**config.mk**
```make
export PLATFORM = sky130hd
export DESIGN_NAME = dci_debug_cmd
export DESIGN_NICKNAME = d
export VERILOG_FILES = /design/src/dci_pkg.sv /design/src/dci_debug_cmd.sv
export SDC_FILE = /design/constraint.sdc
export NUM_CORES = 1
export LEC_CHECK = 0
export BUFFER_PORTS_ARGS = -buffer_cell sky130_fd_sc_hd__buf_2
export CORE_ASPECT_RATIO = 1.1
export CORE_MARGIN = 1.5
export CORE_UTILIZATION = 40
export CTS_BUF_LIST = sky130_fd_sc_hd__clkbuf_2 sky130_fd_sc_hd__clkbuf_4 sky130_fd_sc_hd__clkbuf_8
export CTS_CLUSTER_SIZE = 25
export DETAILED_ROUTE_END_ITERATION = 8
export PLACE_DENSITY = 0.67
export SLEW_MARGIN = 20
export SYNTH_ARGS = -nofsm -noshare
export SYNTH_HDL_FRONTEND = slang
export SYNTH_SLANG_ARGS = --single-unit
```
**constraint.sdc**
```tcl
create_clock -name clk -period 3.3 [get_ports clk]
set_clock_uncertainty 0.1 [all_clocks]
set_input_delay 0.66 -clock clk [delete_from_list [all_inputs] [get_ports clk]]
set_output_delay 0.66 -clock clk [all_outputs]
set_load 0.01 [all_outputs]
```
**src/dci_pkg.sv**
```systemverilog
// Shared constants and types for the debug command interpreter.
// Assumes a byte-level link: a serialiser outside delivers whole bytes.
package dci_pkg;
  // Command codes
  localparam logic [7:0] CMD_RD_CNT = 8'h03;
  localparam logic [7:0] CMD_WR_CTL = 8'h04;
  localparam logic [7:0] CMD_RD_CTL = 8'h05;
  localparam logic [7:0] CMD_WR_PC = 8'h06;
  localparam logic [7:0] CMD_RD_PC = 8'h07;
  localparam logic [7:0] CMD_WR_REG = 8'h08;
  // Field positions and values
  localparam int HALT_BIT = 7;
  localparam logic PROT_ACTIVE = 1'b0;
  localparam logic [15:0] PC_BLOCKED = 16'hFFFF;
  localparam logic [8:0] SIZE_MAX = 9'h100;
  localparam logic [7:0] SIZE_ZERO = 8'h00;
  localparam logic [7:0] CTL_RESET = 8'h00;
  // Flash control register window (12-bit register file addresses)
  localparam logic [11:0] FLASH_CTL_LO = 12'hFF8;
  localparam logic [11:0] FLASH_CTL_HI = 12'hFFB;
  // Sequencer states, one-hot
  typedef enum logic [9:0] {
    ST_IDLE = 10'h001,
    ST_CTL = 10'h002,
    ST_PC_HI = 10'h004,
    ST_PC_LO = 10'h008,
    ST_ADR_HI = 10'h010,
    ST_ADR_LO = 10'h020,
    ST_SIZE = 10'h040,
    ST_DATA = 10'h080,
    ST_TX_HI = 10'h100,
    ST_TX_LO = 10'h200
  } dci_state_t;
  // One register-file write
  typedef struct packed {
    logic [11:0] addr;
    logic [7:0] data;
  } dci_rf_wr_t;
endpackage

```
**src/dci_debug_cmd.sv**
```systemverilog
// Debug command interpreter with its response FIFO.
// Assumes byte-level rx/tx handshakes to a pin serialiser, synchronous to clk.
`timescale 1ns/1ps
////////////////////////////////////////////////////////////////////////////////
// Response FIFO: flip-flop storage, valid/ready on both sides
module dci_fifo #(
  parameter int WIDTH = 8,
  parameter int DEPTH = 32
) (
  input wire logic clk,
  input wire logic rstn,
  input wire logic in_valid,
  output logic in_ready,
  input wire logic [WIDTH-1:0] in_data,
  output logic out_valid,
  input wire logic out_ready,
  output logic [WIDTH-1:0] out_data
);
  localparam int AW = $clog2(DEPTH);
  // Refuse shapes the pointer wrap cannot serve
  if (DEPTH < 2 || (1 << AW) != DEPTH || WIDTH < 1)
  begin : g_bad
    $error("dci_fifo: DEPTH must be a power of two >= 2");
  end
  logic [WIDTH-1:0] mem_q [DEPTH];  // Storage
  logic [AW-1:0] wr_q;  // Write index
  logic [AW-1:0] rd_q;  // Read index
  logic [AW:0] cnt_q;  // Fill level
  logic push, pop;  // Handshakes taken on each side
  assign in_ready = (cnt_q != (AW+1)'(DEPTH));
  assign out_valid = (cnt_q != '0);
  assign out_data = mem_q[rd_q];
  assign push = in_valid && in_ready;
  assign pop = out_valid && out_ready;
  // Storage write, no reset needed on data
  always_ff @(posedge clk)
    if (push)
      mem_q[wr_q] <= in_data;
  // Pointers and level
  always_ff @(posedge clk or negedge rstn)
    if (!rstn)
    begin
      wr_q <= '0;
      rd_q <= '0;
      cnt_q <= '0;
    end
    else
    begin
      if (push)
        wr_q <= wr_q + 1'b1;
      if (pop)
        rd_q <= rd_q + 1'b1;
      // Push and pop in one cycle leave the level as it was
      cnt_q <= cnt_q + (AW+1)'(push) - (AW+1)'(pop);
    end
endmodule // dci_fifo
////////////////////////////////////////////////////////////////////////////////
// How it works
// - 03H returns run counter, high byte first
// - 04H stores next byte in control register
// - Protected: halt flag settable, never cleared
// - 05H returns control register byte
// - 06H loads PC unless gated off
// - 07H returns PC, FFFFH when gated
// - 08H takes address high, low, size, data
// - 1 to 256 bytes, zero size means 256
// - Outside debug mode register writes discarded
// - Protected: only flash control writes land
// - Option bit zero means read protection
module dci_debug_cmd #(
  parameter int FIFO_DEPTH = 32
) (
  input wire logic clk,
  input wire logic rstn,
  input wire logic rx_valid,
  output logic rx_ready_q,
  input wire logic [7:0] rx_data,
  output logic tx_valid_q,
  input wire logic tx_ready,
  output logic [7:0] tx_data_q,
  input wire logic [15:0] run_cycle_counter,
  input wire logic read_protect_option,
  input wire logic [15:0] instruction_pointer,
  output logic [7:0] debugger_control_reg,
  output logic halt_for_debug_flag,
  output logic pc_wr_q,
  output logic [15:0] pc_data_q,
  output logic rf_we_q,
  output dci_pkg::dci_rf_wr_t rf_wr_q
);
  dci_pkg::dci_state_t st_q;  // Sequencer state
  dci_pkg::dci_state_t st_d;
  logic [7:0] ctl_q;  // Debugger control register
  logic [15:0] resp_q;  // Pending response word
  logic [8:0] cnt_q;  // Data bytes left in a write
  logic [11:0] adr_q;  // Register write address
  logic [7:0] pch_q;  // Held PC high byte
  logic fire, prot, dbg;  // Byte taken, protection in force, debug mode
  logic f_in_valid, f_in_ready, f_out_valid, f_out_ready;  // Response FIFO handshakes
  logic [7:0] f_in_data, f_out_data;  // Response FIFO bytes
  // Address in the flash control window
  function automatic logic in_flash(input logic [11:0] a);
    in_flash = (a >= dci_pkg::FLASH_CTL_LO) && (a <= dci_pkg::FLASH_CTL_HI);
  endfunction
  assign fire = rx_valid && rx_ready_q;
  assign prot = (read_protect_option == dci_pkg::PROT_ACTIVE);
  assign dbg = ctl_q[dci_pkg::HALT_BIT];
  assign debugger_control_reg = ctl_q;
  assign halt_for_debug_flag = ctl_q[dci_pkg::HALT_BIT];
  // FIFO fill side stalls the transmit states
  assign f_in_valid = (st_q == dci_pkg::ST_TX_HI) || (st_q == dci_pkg::ST_TX_LO);
  assign f_in_data = (st_q == dci_pkg::ST_TX_HI) ? resp_q[15:8] : resp_q[7:0];
  assign f_out_ready = !tx_valid_q || tx_ready;
  //////////////////////////////////////////////////////////////////////////////
  // Next state: decode command, walk operands, then responses
  always_comb
  begin
    st_d = st_q;
    case (st_q)
      dci_pkg::ST_IDLE:
        if (fire)
          // Unknown codes are swallowed and idle again
          case (rx_data)
            dci_pkg::CMD_RD_CNT: st_d = dci_pkg::ST_TX_HI;
            dci_pkg::CMD_WR_CTL: st_d = dci_pkg::ST_CTL;
            dci_pkg::CMD_RD_CTL: st_d = dci_pkg::ST_TX_LO;
            dci_pkg::CMD_WR_PC: st_d = dci_pkg::ST_PC_HI;
            dci_pkg::CMD_RD_PC: st_d = dci_pkg::ST_TX_HI;
            dci_pkg::CMD_WR_REG: st_d = dci_pkg::ST_ADR_HI;
            default: st_d = dci_pkg::ST_IDLE;
          endcase
      dci_pkg::ST_CTL: if (fire) st_d = dci_pkg::ST_IDLE;
      dci_pkg::ST_PC_HI: if (fire) st_d = dci_pkg::ST_PC_LO;
      dci_pkg::ST_PC_LO: if (fire) st_d = dci_pkg::ST_IDLE;
      dci_pkg::ST_ADR_HI: if (fire) st_d = dci_pkg::ST_ADR_LO;
      dci_pkg::ST_ADR_LO: if (fire) st_d = dci_pkg::ST_SIZE;
      dci_pkg::ST_SIZE: if (fire) st_d = dci_pkg::ST_DATA;
      dci_pkg::ST_DATA: if (fire && cnt_q == 9'h001) st_d = dci_pkg::ST_IDLE;
      dci_pkg::ST_TX_HI: if (f_in_ready) st_d = dci_pkg::ST_TX_LO;
      dci_pkg::ST_TX_LO: if (f_in_ready) st_d = dci_pkg::ST_IDLE;
      default: st_d = dci_pkg::ST_IDLE;
    endcase
  end
  // State and host-side ready; no bytes taken while answering
  always_ff @(posedge clk or negedge rstn)
    if (!rstn)
    begin
      st_q <= dci_pkg::ST_IDLE;
      rx_ready_q <= 1'b1;
    end
    else
    begin
      st_q <= st_d;
      rx_ready_q <= (st_d != dci_pkg::ST_TX_HI) && (st_d != dci_pkg::ST_TX_LO);
    end
  // Control register; under protection the halt flag only sets
  always_ff @(posedge clk or negedge rstn)
    if (!rstn)
      ctl_q <= dci_pkg::CTL_RESET;
    else if (st_q == dci_pkg::ST_CTL && fire)
    begin
      ctl_q <= rx_data;
      if (prot)
        ctl_q[dci_pkg::HALT_BIT] <= ctl_q[dci_pkg::HALT_BIT] | rx_data[dci_pkg::HALT_BIT];
    end
  // Response capture at decode; values snapshot at the command
  always_ff @(posedge clk or negedge rstn)
    if (!rstn)
      resp_q <= '0;
    else if (st_q == dci_pkg::ST_IDLE && fire)
    begin
      if (rx_data == dci_pkg::CMD_RD_CNT)
        resp_q <= run_cycle_counter;
      else if (rx_data == dci_pkg::CMD_RD_CTL)
        resp_q <= {8'h00, ctl_q};
      else if (rx_data == dci_pkg::CMD_RD_PC)
        resp_q <= (dbg && !prot) ? instruction_pointer : dci_pkg::PC_BLOCKED;
    end
  // Program counter load, dropped outside debug or under protection
  always_ff @(posedge clk or negedge rstn)
  begin
    if (!rstn)
    begin
      pch_q <= '0;
      pc_wr_q <= 1'b0;
      pc_data_q <= '0;
    end
    else
    begin
      pc_wr_q <= 1'b0;
      if (st_q == dci_pkg::ST_PC_HI && fire)
        pch_q <= rx_data;
      if (st_q == dci_pkg::ST_PC_LO && fire && dbg && !prot)
      begin
        pc_wr_q <= 1'b1;
        pc_data_q <= {pch_q, rx_data};
      end
    end
  end
  // Register file write: address, size, then gated data bytes
  always_ff @(posedge clk or negedge rstn)
  begin
    if (!rstn)
    begin
      adr_q <= '0;
      cnt_q <= '0;
      rf_we_q <= 1'b0;
      rf_wr_q <= '0;
    end
    else
    begin
      rf_we_q <= 1'b0;
      if (st_q == dci_pkg::ST_ADR_HI && fire)
        adr_q[11:8] <= rx_data[3:0];
      if (st_q == dci_pkg::ST_ADR_LO && fire)
        adr_q[7:0] <= rx_data;
      if (st_q == dci_pkg::ST_SIZE && fire)
        cnt_q <= (rx_data == dci_pkg::SIZE_ZERO) ? dci_pkg::SIZE_MAX : {1'b0, rx_data};
      if (st_q == dci_pkg::ST_DATA && fire)
      begin
        cnt_q <= cnt_q - 9'h001;
        adr_q <= adr_q + 12'h001;
        // Bytes always consumed; only the strobe and write word are gated
        if (dbg && (!prot || in_flash(adr_q)))
        begin
          rf_we_q <= 1'b1;
          rf_wr_q <= '{addr: adr_q, data: rx_data};
        end
      end
    end
  end
  // Output stage so tx pins come straight from flops
  always_ff @(posedge clk or negedge rstn)
    if (!rstn)
    begin
      tx_valid_q <= 1'b0;
      tx_data_q <= '0;
    end
    else if (f_out_ready)
    begin
      tx_valid_q <= f_out_valid;
      tx_data_q <= f_out_data;
    end
  dci_fifo #(.WIDTH(8), .DEPTH(FIFO_DEPTH)) u_fifo (
    .clk(clk), .rstn(rstn),
    .in_valid(f_in_valid), .in_ready(f_in_ready), .in_data(f_in_data),
    .out_valid(f_out_valid), .out_ready(f_out_ready), .out_data(f_out_data)
  );
endmodule // dci_debug_cmd

```
==> metrics.yaml, run 1 <==
synthToLayoutAreaGrowth_pct: 17.4
synthFlopType: "edfxtp_1"
floorplan.initialDensity_pct: 40.6
relative_slew_slack_pct: 25.5
post_cts_buffers: 0
synthMuxAreaShare_pct: 13.1
yosysMostFrequentCell: "edfxtp_1"
antenna_left: 0
seq_area_frac_synth_pct: 66.6
sequential_cell_area_um2: 10900
r2r-start: "st_q[2]"
fp.dieArea_um2: 42000
globalRoute.totalOverflow: 0
netlist-cell-type-count: 73
drc: 0
setup_repair_after_global_routing_missed_its_margin: "no"
critical_path_arrival_ps: 3130
post-place-cells: 1733
timing.final.crit_period_ps: 2990
worst_skew_pair.late_latency_ps: 610
clockRootBuffer: "clkbuf_8"
yosys_reg_bits: 383
synth_fa_ha_area_share_pct: 1.50
timing.hold.worst.class: "in2reg"
dieHeight_um: 215
synth_simple_gate_area_share_pct: 8.85
global_route_wire_length_before_repair_mm: 59.8
syn-instance-count: 1108
synth.avg_cell_area_um2: 14.7
netlist_area_um2: 16300
hold_path_startpoint: "run_cycle_counter[2]"
num_rows: 77
place_hpwl_mm: 25.7
first_iter_violations: 868
cts.htree.levels: 2
cp_max_fo: 9
finalSetupViolCount: 0
worst_setup_path_end_kind: "flip-flop"
tritoncts: "yes"
largest_register: "u_fifo.mem_q"
die_width_um: 196
main_combinational_cell_family_by_area_after_synthesis: "multiplexers"
synth_compound_gate_area_share_pct: 6.78
max_clock_freq_mhz: 335
synth_top_cells_by_count: "edfxtp_1 (256), dfrtp_1 (125), nor2_1 (122)"
required_ps: 3440
hold_violations: 0
peakVddDrop_uv: 362
layout-drive-gt1-share_pct: 30.6
xor_xnor_portion_of_the_synthesized_cell_area_pct: 0.859
fin_cells: 1850
grt_pass1_vias: 10400
coreArea_um2: 40200
report.final.slew_viol_count: 0
critPathLaunch: "st_q[2]"
drt-pass1-iter-count: 5
nFillCells: 3420
flip_flop_count_of_the_largest_register_all_copies_and_words_added: 256
finalWirelength_mm: 38.6
routedWlPerCell_um: 20.9
cts-root-to-sink-buffers: 3
boundaryPins: 102
synth_top_cells_by_area: "edfxtp_1 (47%), dfrtp_1 (19%), mux4_2 (5.5%)"
status: "completed"
portBuffers: 101
clk_pin_slew_worst_paths_ps: 70
nets: 1348
numCtsBuffers: 61
synthesis.yosys.warnings: 0
dr_total_vias: 10100
fin_crit_sh_pct: 90.5
resize_count_post_cts: 0
setup-tns-final_ps: 0
detail_route.vias_per_cell: 5.48
utilization_pct: 47.7
startpoint_to_endpoint_class_of_the_critical_path: "reg2reg"
setup.worst_path.start_class: "flip-flop"
worstMarginPinSlew_ps: 1110
antenna_found_initial: 2
synth_top_area_cell: "edfxtp_1"
cts.sink_count: 383
grt_max_degree: 60
area_share_of_the_leading_cell_type_in_the_synthesized_netlist_pct: 47.1
cellLeakagePower_nw: 7.77
edff_count_synth: 256
grt_overall_usage_pct: 18.6
power-per-cell-area_nw_per_um2: 685
reg.largest.list: "u_fifo.mem_q: 256 flops, rf_wr_q: 20 flops"
postSynth.asyncResetShare_pct: 33.2
multiInputGateArea_um2: 5080
max-cap-violations: 0
gp_congestion: 0.857
mappedNetlistNets: 1172
-- layer usage --
metal	part of all wire, %	track usage [%]	wire, µm	up-vias
met5	0.041	0	16	-
met4	3.4	6.95	1320	2
met3	5.8	3.56	2230	81
met2	49	31.6	19100	351
met1	41	23.6	16000	5101
li1	-	-	-	4610
-- stage by stage --
step | cell area, µm² | setup slack, ps | power (mW) | hold slack, ps
6_report | 19200 | 312 | 13.1 | 198
5_1_grt | 19200 | 155 | 13.7 | 191
4_1_cts | 19200 | 305 | 13.2 | 175
3_5_place_dp | 17900 | 315 | 9.03 | 388
3_3_place_gp | 17900 | 430 | 8.98 | 384
2_1_floorplan | 16300 | 438 | 7.83 | 264
-- logic make-up after synthesis --
group                      count (synthesis)
adders and majority gates                 19
AOI/OAI and AO/OA                        162
xor gates and xnor gates                  16
buffers and inverters                     91
DFF                                      383
muxes                                    156
and+or+nand+nor                          281
-- report_power, final --
part,leakage (nW),internal [mW],total (mW),switching (mW)
clock network,0.687,2.37,4.20,1.84
registers,4.02,5.50,5.86,0.359
logic,3.06,1.39,3.05,1.66
total,7.77,9.26,13.1,3.86
-- path summary, 6_finish.rpt --
path                       slack [ps]  depth (start not counted)                  to
hold reg to reg                   400                          1        pc_data_q[3]
setup reg to reg                  310                          5  u_fifo.mem_q[0][5]
max in group asynchronous        1860                          3      u_fifo.rd_q[0]
hold / removal                    200                          3           resp_q[2]
min in group asynchronous         460                          2         rf_wr_q[14]
setup / recovery                  310                          5  u_fifo.mem_q[0][5]
-- layout by cell type, fill, tap and decap left out, types with 7 or more instances in the layout --
master,synthesis,final
edfxtp_1,256,256
dfrtp_1,125,123
nor2_1,122,122
buf_2,17,100
buf_4,1,71
clkbuf_8,0,69
mux2_2,63,63
mux2i_1,53,53
nand2_1,42,42
mux4_2,40,40
a21oi_1,38,38
o22ai_1,26,26
inv_1,25,25
a211o_1,21,21
nand3_1,19,19
clkbuf_4,0,19
ha_1,18,18
o21ai_0,17,17
nand4_1,13,13
clkinv_1,0,13
nor3_1,12,12
nor4_1,12,11
a31oi_1,9,9
xnor2_1,9,9
a22o_1,8,8
clkinv_2,0,8
xor2_1,7,7
nand2b_1,7,7
-- cell type report --
type	instances	area share, %
diodes	1	0.0131
clock buffers	88	5.70
clock inverters	27	1.06
inverters	25	0.490
multi-input cells	634	26.5
flip-flops and latches	383	56.7
well taps	513	3.35
repair buffers	179	6.13
-- critical path, stage by stage, from the launching register on --
cell and delay [ps]:
dfrtp_1 470, or4_1 710, nor4_4 330, buf_4 190, nand2_1 230, nor2_1 580
-- what timing repair did --
| item | in CTS | in global routing |
|---|---|---|
| hold buffers | 1 | 0 |
| endpoints found under the setup margin | 0 | 0 |
| endpoints found under the hold margin | 43 | 0 |
No activity file was read; power rests on OpenSTA's default activity.
==> run 2: changes to the inputs <==
Settings changed: ABC_AREA from default to 1.
==> metrics.yaml, run 2 <==
status: "completed"
grt_overall_usage_pct: 19.2  # +0.61 points
clockRootBuffer: "clkbuf_8"
coreArea_um2: 42100  # +4.8%
clk_pin_slew_worst_paths_ps: 60  # about the same
floorplan.initialDensity_pct: 40.4  # -0.27 points
worstMarginPinSlew_ps: 893  # -220 ps
drt-pass1-iter-count: 5  # unchanged
fin_crit_sh_pct: 84.4  # -6.1 points
finalWirelength_mm: 40.7  # +5.5%
netSwitchingPower_mw: 4.77  # +24%
grt_max_degree: 131  # +120%
design_internal_power_mw: 9.09  # -1.9%
global_route_wire_length_before_repair_mm: 65.3  # +9.3%
worst_setup_path_end_kind: "flip-flop"
worst_skew_pair.late_latency_ps: 660  # +50 ps
area_share_of_the_leading_cell_type_in_the_synthesized_netlist_pct: 45.2  # -1.9 points
most_common_cell_after_layout_fill_and_taps_aside: "nand2_1"
flip_flop_count_of_the_largest_register_all_copies_and_words_added: 256  # unchanged
yosysMostFrequentCell: "nand2_1"
resize_count_post_cts: 0  # unchanged
reg.largest.list: "u_fifo.mem_q: 256 flops, rf_wr_q: 20 flops"
gp_congestion: 0.848  # -1.1%
nFillCells: 3973  # +16%
routedWlPerCell_um: 16.9  # -19%
synthesis.yosys.warnings: 0  # unchanged
critical_path_arrival_ps: 3240  # +110 ps
seq_area_frac_synth_pct: 64.0  # -2.6 points
whs_ps: 220  # +22.5 ps
swShare_pct: 34.4  # +5.0 points
setup-tns-final_ps: 0  # unchanged
crit_top_cell: "inv_1"
first_iter_violations: 1004  # +16%
gr-usage-met1_pct: 24.5  # +0.85 points
numCtsBuffers: 61  # unchanged
cp_slowest_cell: "fa_1"
die_width_um: 200  # +2.0%
comb_power_share_pct: 28.5  # +5.2 points
yosys_reg_bits: 383  # unchanged
worst_hold_path.num_cells: 3  # unchanged
synth_top_area_cell: "edfxtp_1"
cp_slowest_stage_delay_ps: 400  # -310 ps
cellLeakagePower_nw: 8.03  # +3.3%
critical_path.cell_chain: "inv_1 > ha_1 > nand4_1 > nand2_1 > inv_1 > ha_1 > inv_1 > ha_1 > inv_1 > fa_1 > o21ai_0 > xor2_1"
dr_total_vias: 12300  # +21%
required_ps: 3750  # +310 ps
timing.reg2reg.worst_path_depth: 12  # +7
finalSetupViolCount: 0  # unchanged
max_clock_freq_mhz: 359  # +7.3%
num_rows: 79  # +2.6%
most-common-layout-cells: "nand2_1 (376), edfxtp_1 (256), nor2_1 (230), o21ai_0 (178), nand3_1 (150)"
crit_cells: 12  # +7
setup_repair_after_global_routing_missed_its_margin: "no"
portBuffers: 101  # unchanged
netlist_area_um2: 17000  # +4.1%
synth_top_cells_by_count: "nand2_1 (376), edfxtp_1 (256), nor2_1 (231)"
syn-instance-count: 1677  # +51%
post-place-cells: 2300  # +33%
timing.final.crit_period_ps: 2790  # -203 ps
peakVddDrop_uv: 541  # +49%
startpoint_to_endpoint_class_of_the_critical_path: "reg2reg"
timing.hold.worst.class: "in2reg"
setup.worst_path.start_class: "flip-flop"
mappedNetlistNets: 1741  # +49%
nets: 1861  # +38%
cts.sink_count: 383  # unchanged
report.final.slew_viol_count: 0  # unchanged
relative_slew_slack_pct: 40.5  # +15 points
cp_max_fo: 4  # -5
synth_top_cells_by_area: "edfxtp_1 (45%), dfrtp_1 (18%), nand2_1 (8.3%)"
synth.avg_cell_area_um2: 10.1  # -31%
seqPwrFrac_pct: 40.9  # -3.8 points
max-cap-violations: 0  # unchanged
global_route.peak_usage_layer: "met2"
tritoncts: "yes"
power-per-cell-area_nw_per_um2: 711  # +3.9%
synthFlopType: "edfxtp_1"
dieHeight_um: 219  # +2.0%
antenna_left: 0  # unchanged
clockPowerShare_pct: 30.6  # -1.4 points
detail_route.vias_per_cell: 5.10  # -7.0%
fp.dieArea_um2: 43700  # +4.1%
critical_path_buf_inv_count: 4  # +3
globalRoute.totalOverflow: 0  # unchanged
largest_register: "u_fifo.mem_q"
synthToLayoutAreaGrowth_pct: 14.7
drc: 0  # unchanged
globalRouteMet3Util_pct: 3.69  # +0.13 points
netlist-cell-type-count: 48  # -34%
place_hpwl_mm: 26.1  # +1.6%
grt_pass1_vias: 12300  # +18%
edff_count_synth: 256  # unchanged
layout-drive-gt1-share_pct: 16.0  # -15 points
boundaryPins: 102  # unchanged
antenna_found_initial: 0  # -2
fin_cells: 2416  # +31%
cts-root-to-sink-buffers: 3  # unchanged
groute.layer.met2.usage_pct: 32.7  # +1.0 points
postSynth.asyncResetShare_pct: 33.2  # unchanged
cts.htree.levels: 2  # unchanged
hold_violations: 0  # unchanged
antenna_cells: 0  # -1
critPathTopFamily: "adder cells"
## run 2: cell type report
| type | instances | area [µm²] | share of cell area, % |
|---|---|---|---|
| timing repair buffer | 131 | 802 | 4.12 |
| clock buffer | 91 | 1140 | 5.85 |
| tap | 567 | 709 | 3.64 |
| multi-input combinational | 1111 | 5390 | 27.7 |
| inverter | 109 | 410 | 2.11 |
| sequential | 383 | 10900 | 55.8 |
| clock inverter | 24 | 165 | 0.847 |
## run 2: final timing paths
check | start | end | slack, ps
setup / recovery | u_fifo.cnt_q[2] | u_fifo.cnt_q[4] | 510
hold / removal | rx_data[0] | pch_q[0] | 220
setup reg to reg | u_fifo.cnt_q[2] | u_fifo.cnt_q[4] | 510
hold reg to reg | resp_q[1] | resp_q[1] | 380
max in group asynchronous | rstn | st_q[0] | 1900
min in group asynchronous | rstn | rf_wr_q[14] | 460
## run 2: logic make-up after synthesis
family / synth area share (%)
DFF: 64.0
buffers and inverters: 4.57
xor gates and xnor gates: 1.08
adders and majority gates: 1.44
and+or+nand+nor: 20.0
AOI/OAI and AO/OA: 8.92
## run 2: power groups by stage
stage | Combinational [mW] | Clock (mW) | Sequential [mW]
after floorplan | 2.64 | 0 | 5.76
after global placement | 3.89 | 0 | 5.75
after detailed placement | 3.96 | 0 | 5.76
after CTS | 3.98 | 4.34 | 5.66
after global routing | 4.42 | 4.54 | 5.68
final | 3.95 | 4.24 | 5.66
## run 2: worst min-delay path: cells and delay by family
kind	cells	cell delay, ps
compound gates	1	60
buf+inv	1	150
simple gates	1	60
## run 2: stage by stage
stage	utilization [%]	power, mW	cell area [µm²]	worst slack, ps
global placement	43.2	9.64	18200	447
floorplan	-	8.39	17000	245
finish	46.3	13.9	19500	515
CTS	46.3	14.0	19500	519
global route	46.3	14.6	19500	320
detailed placement	43.2	9.72	18200	367
## run 2: metal layers
| layer | vias up | part of all wire, % |
|---|---|---|
| met4 | 0 | 2.7 |
| li1 | 5932 | - |
| met1 | 5935 | 42 |
| met2 | 379 | 50 |
| met3 | 74 | 5.9 |
| met5 | - | 0 |
## run 2: repair_timing
item	4_1_cts	5_1_grt
hold buffers	1	0
endpoints found under the hold margin	57	0
setup buffers	0	0
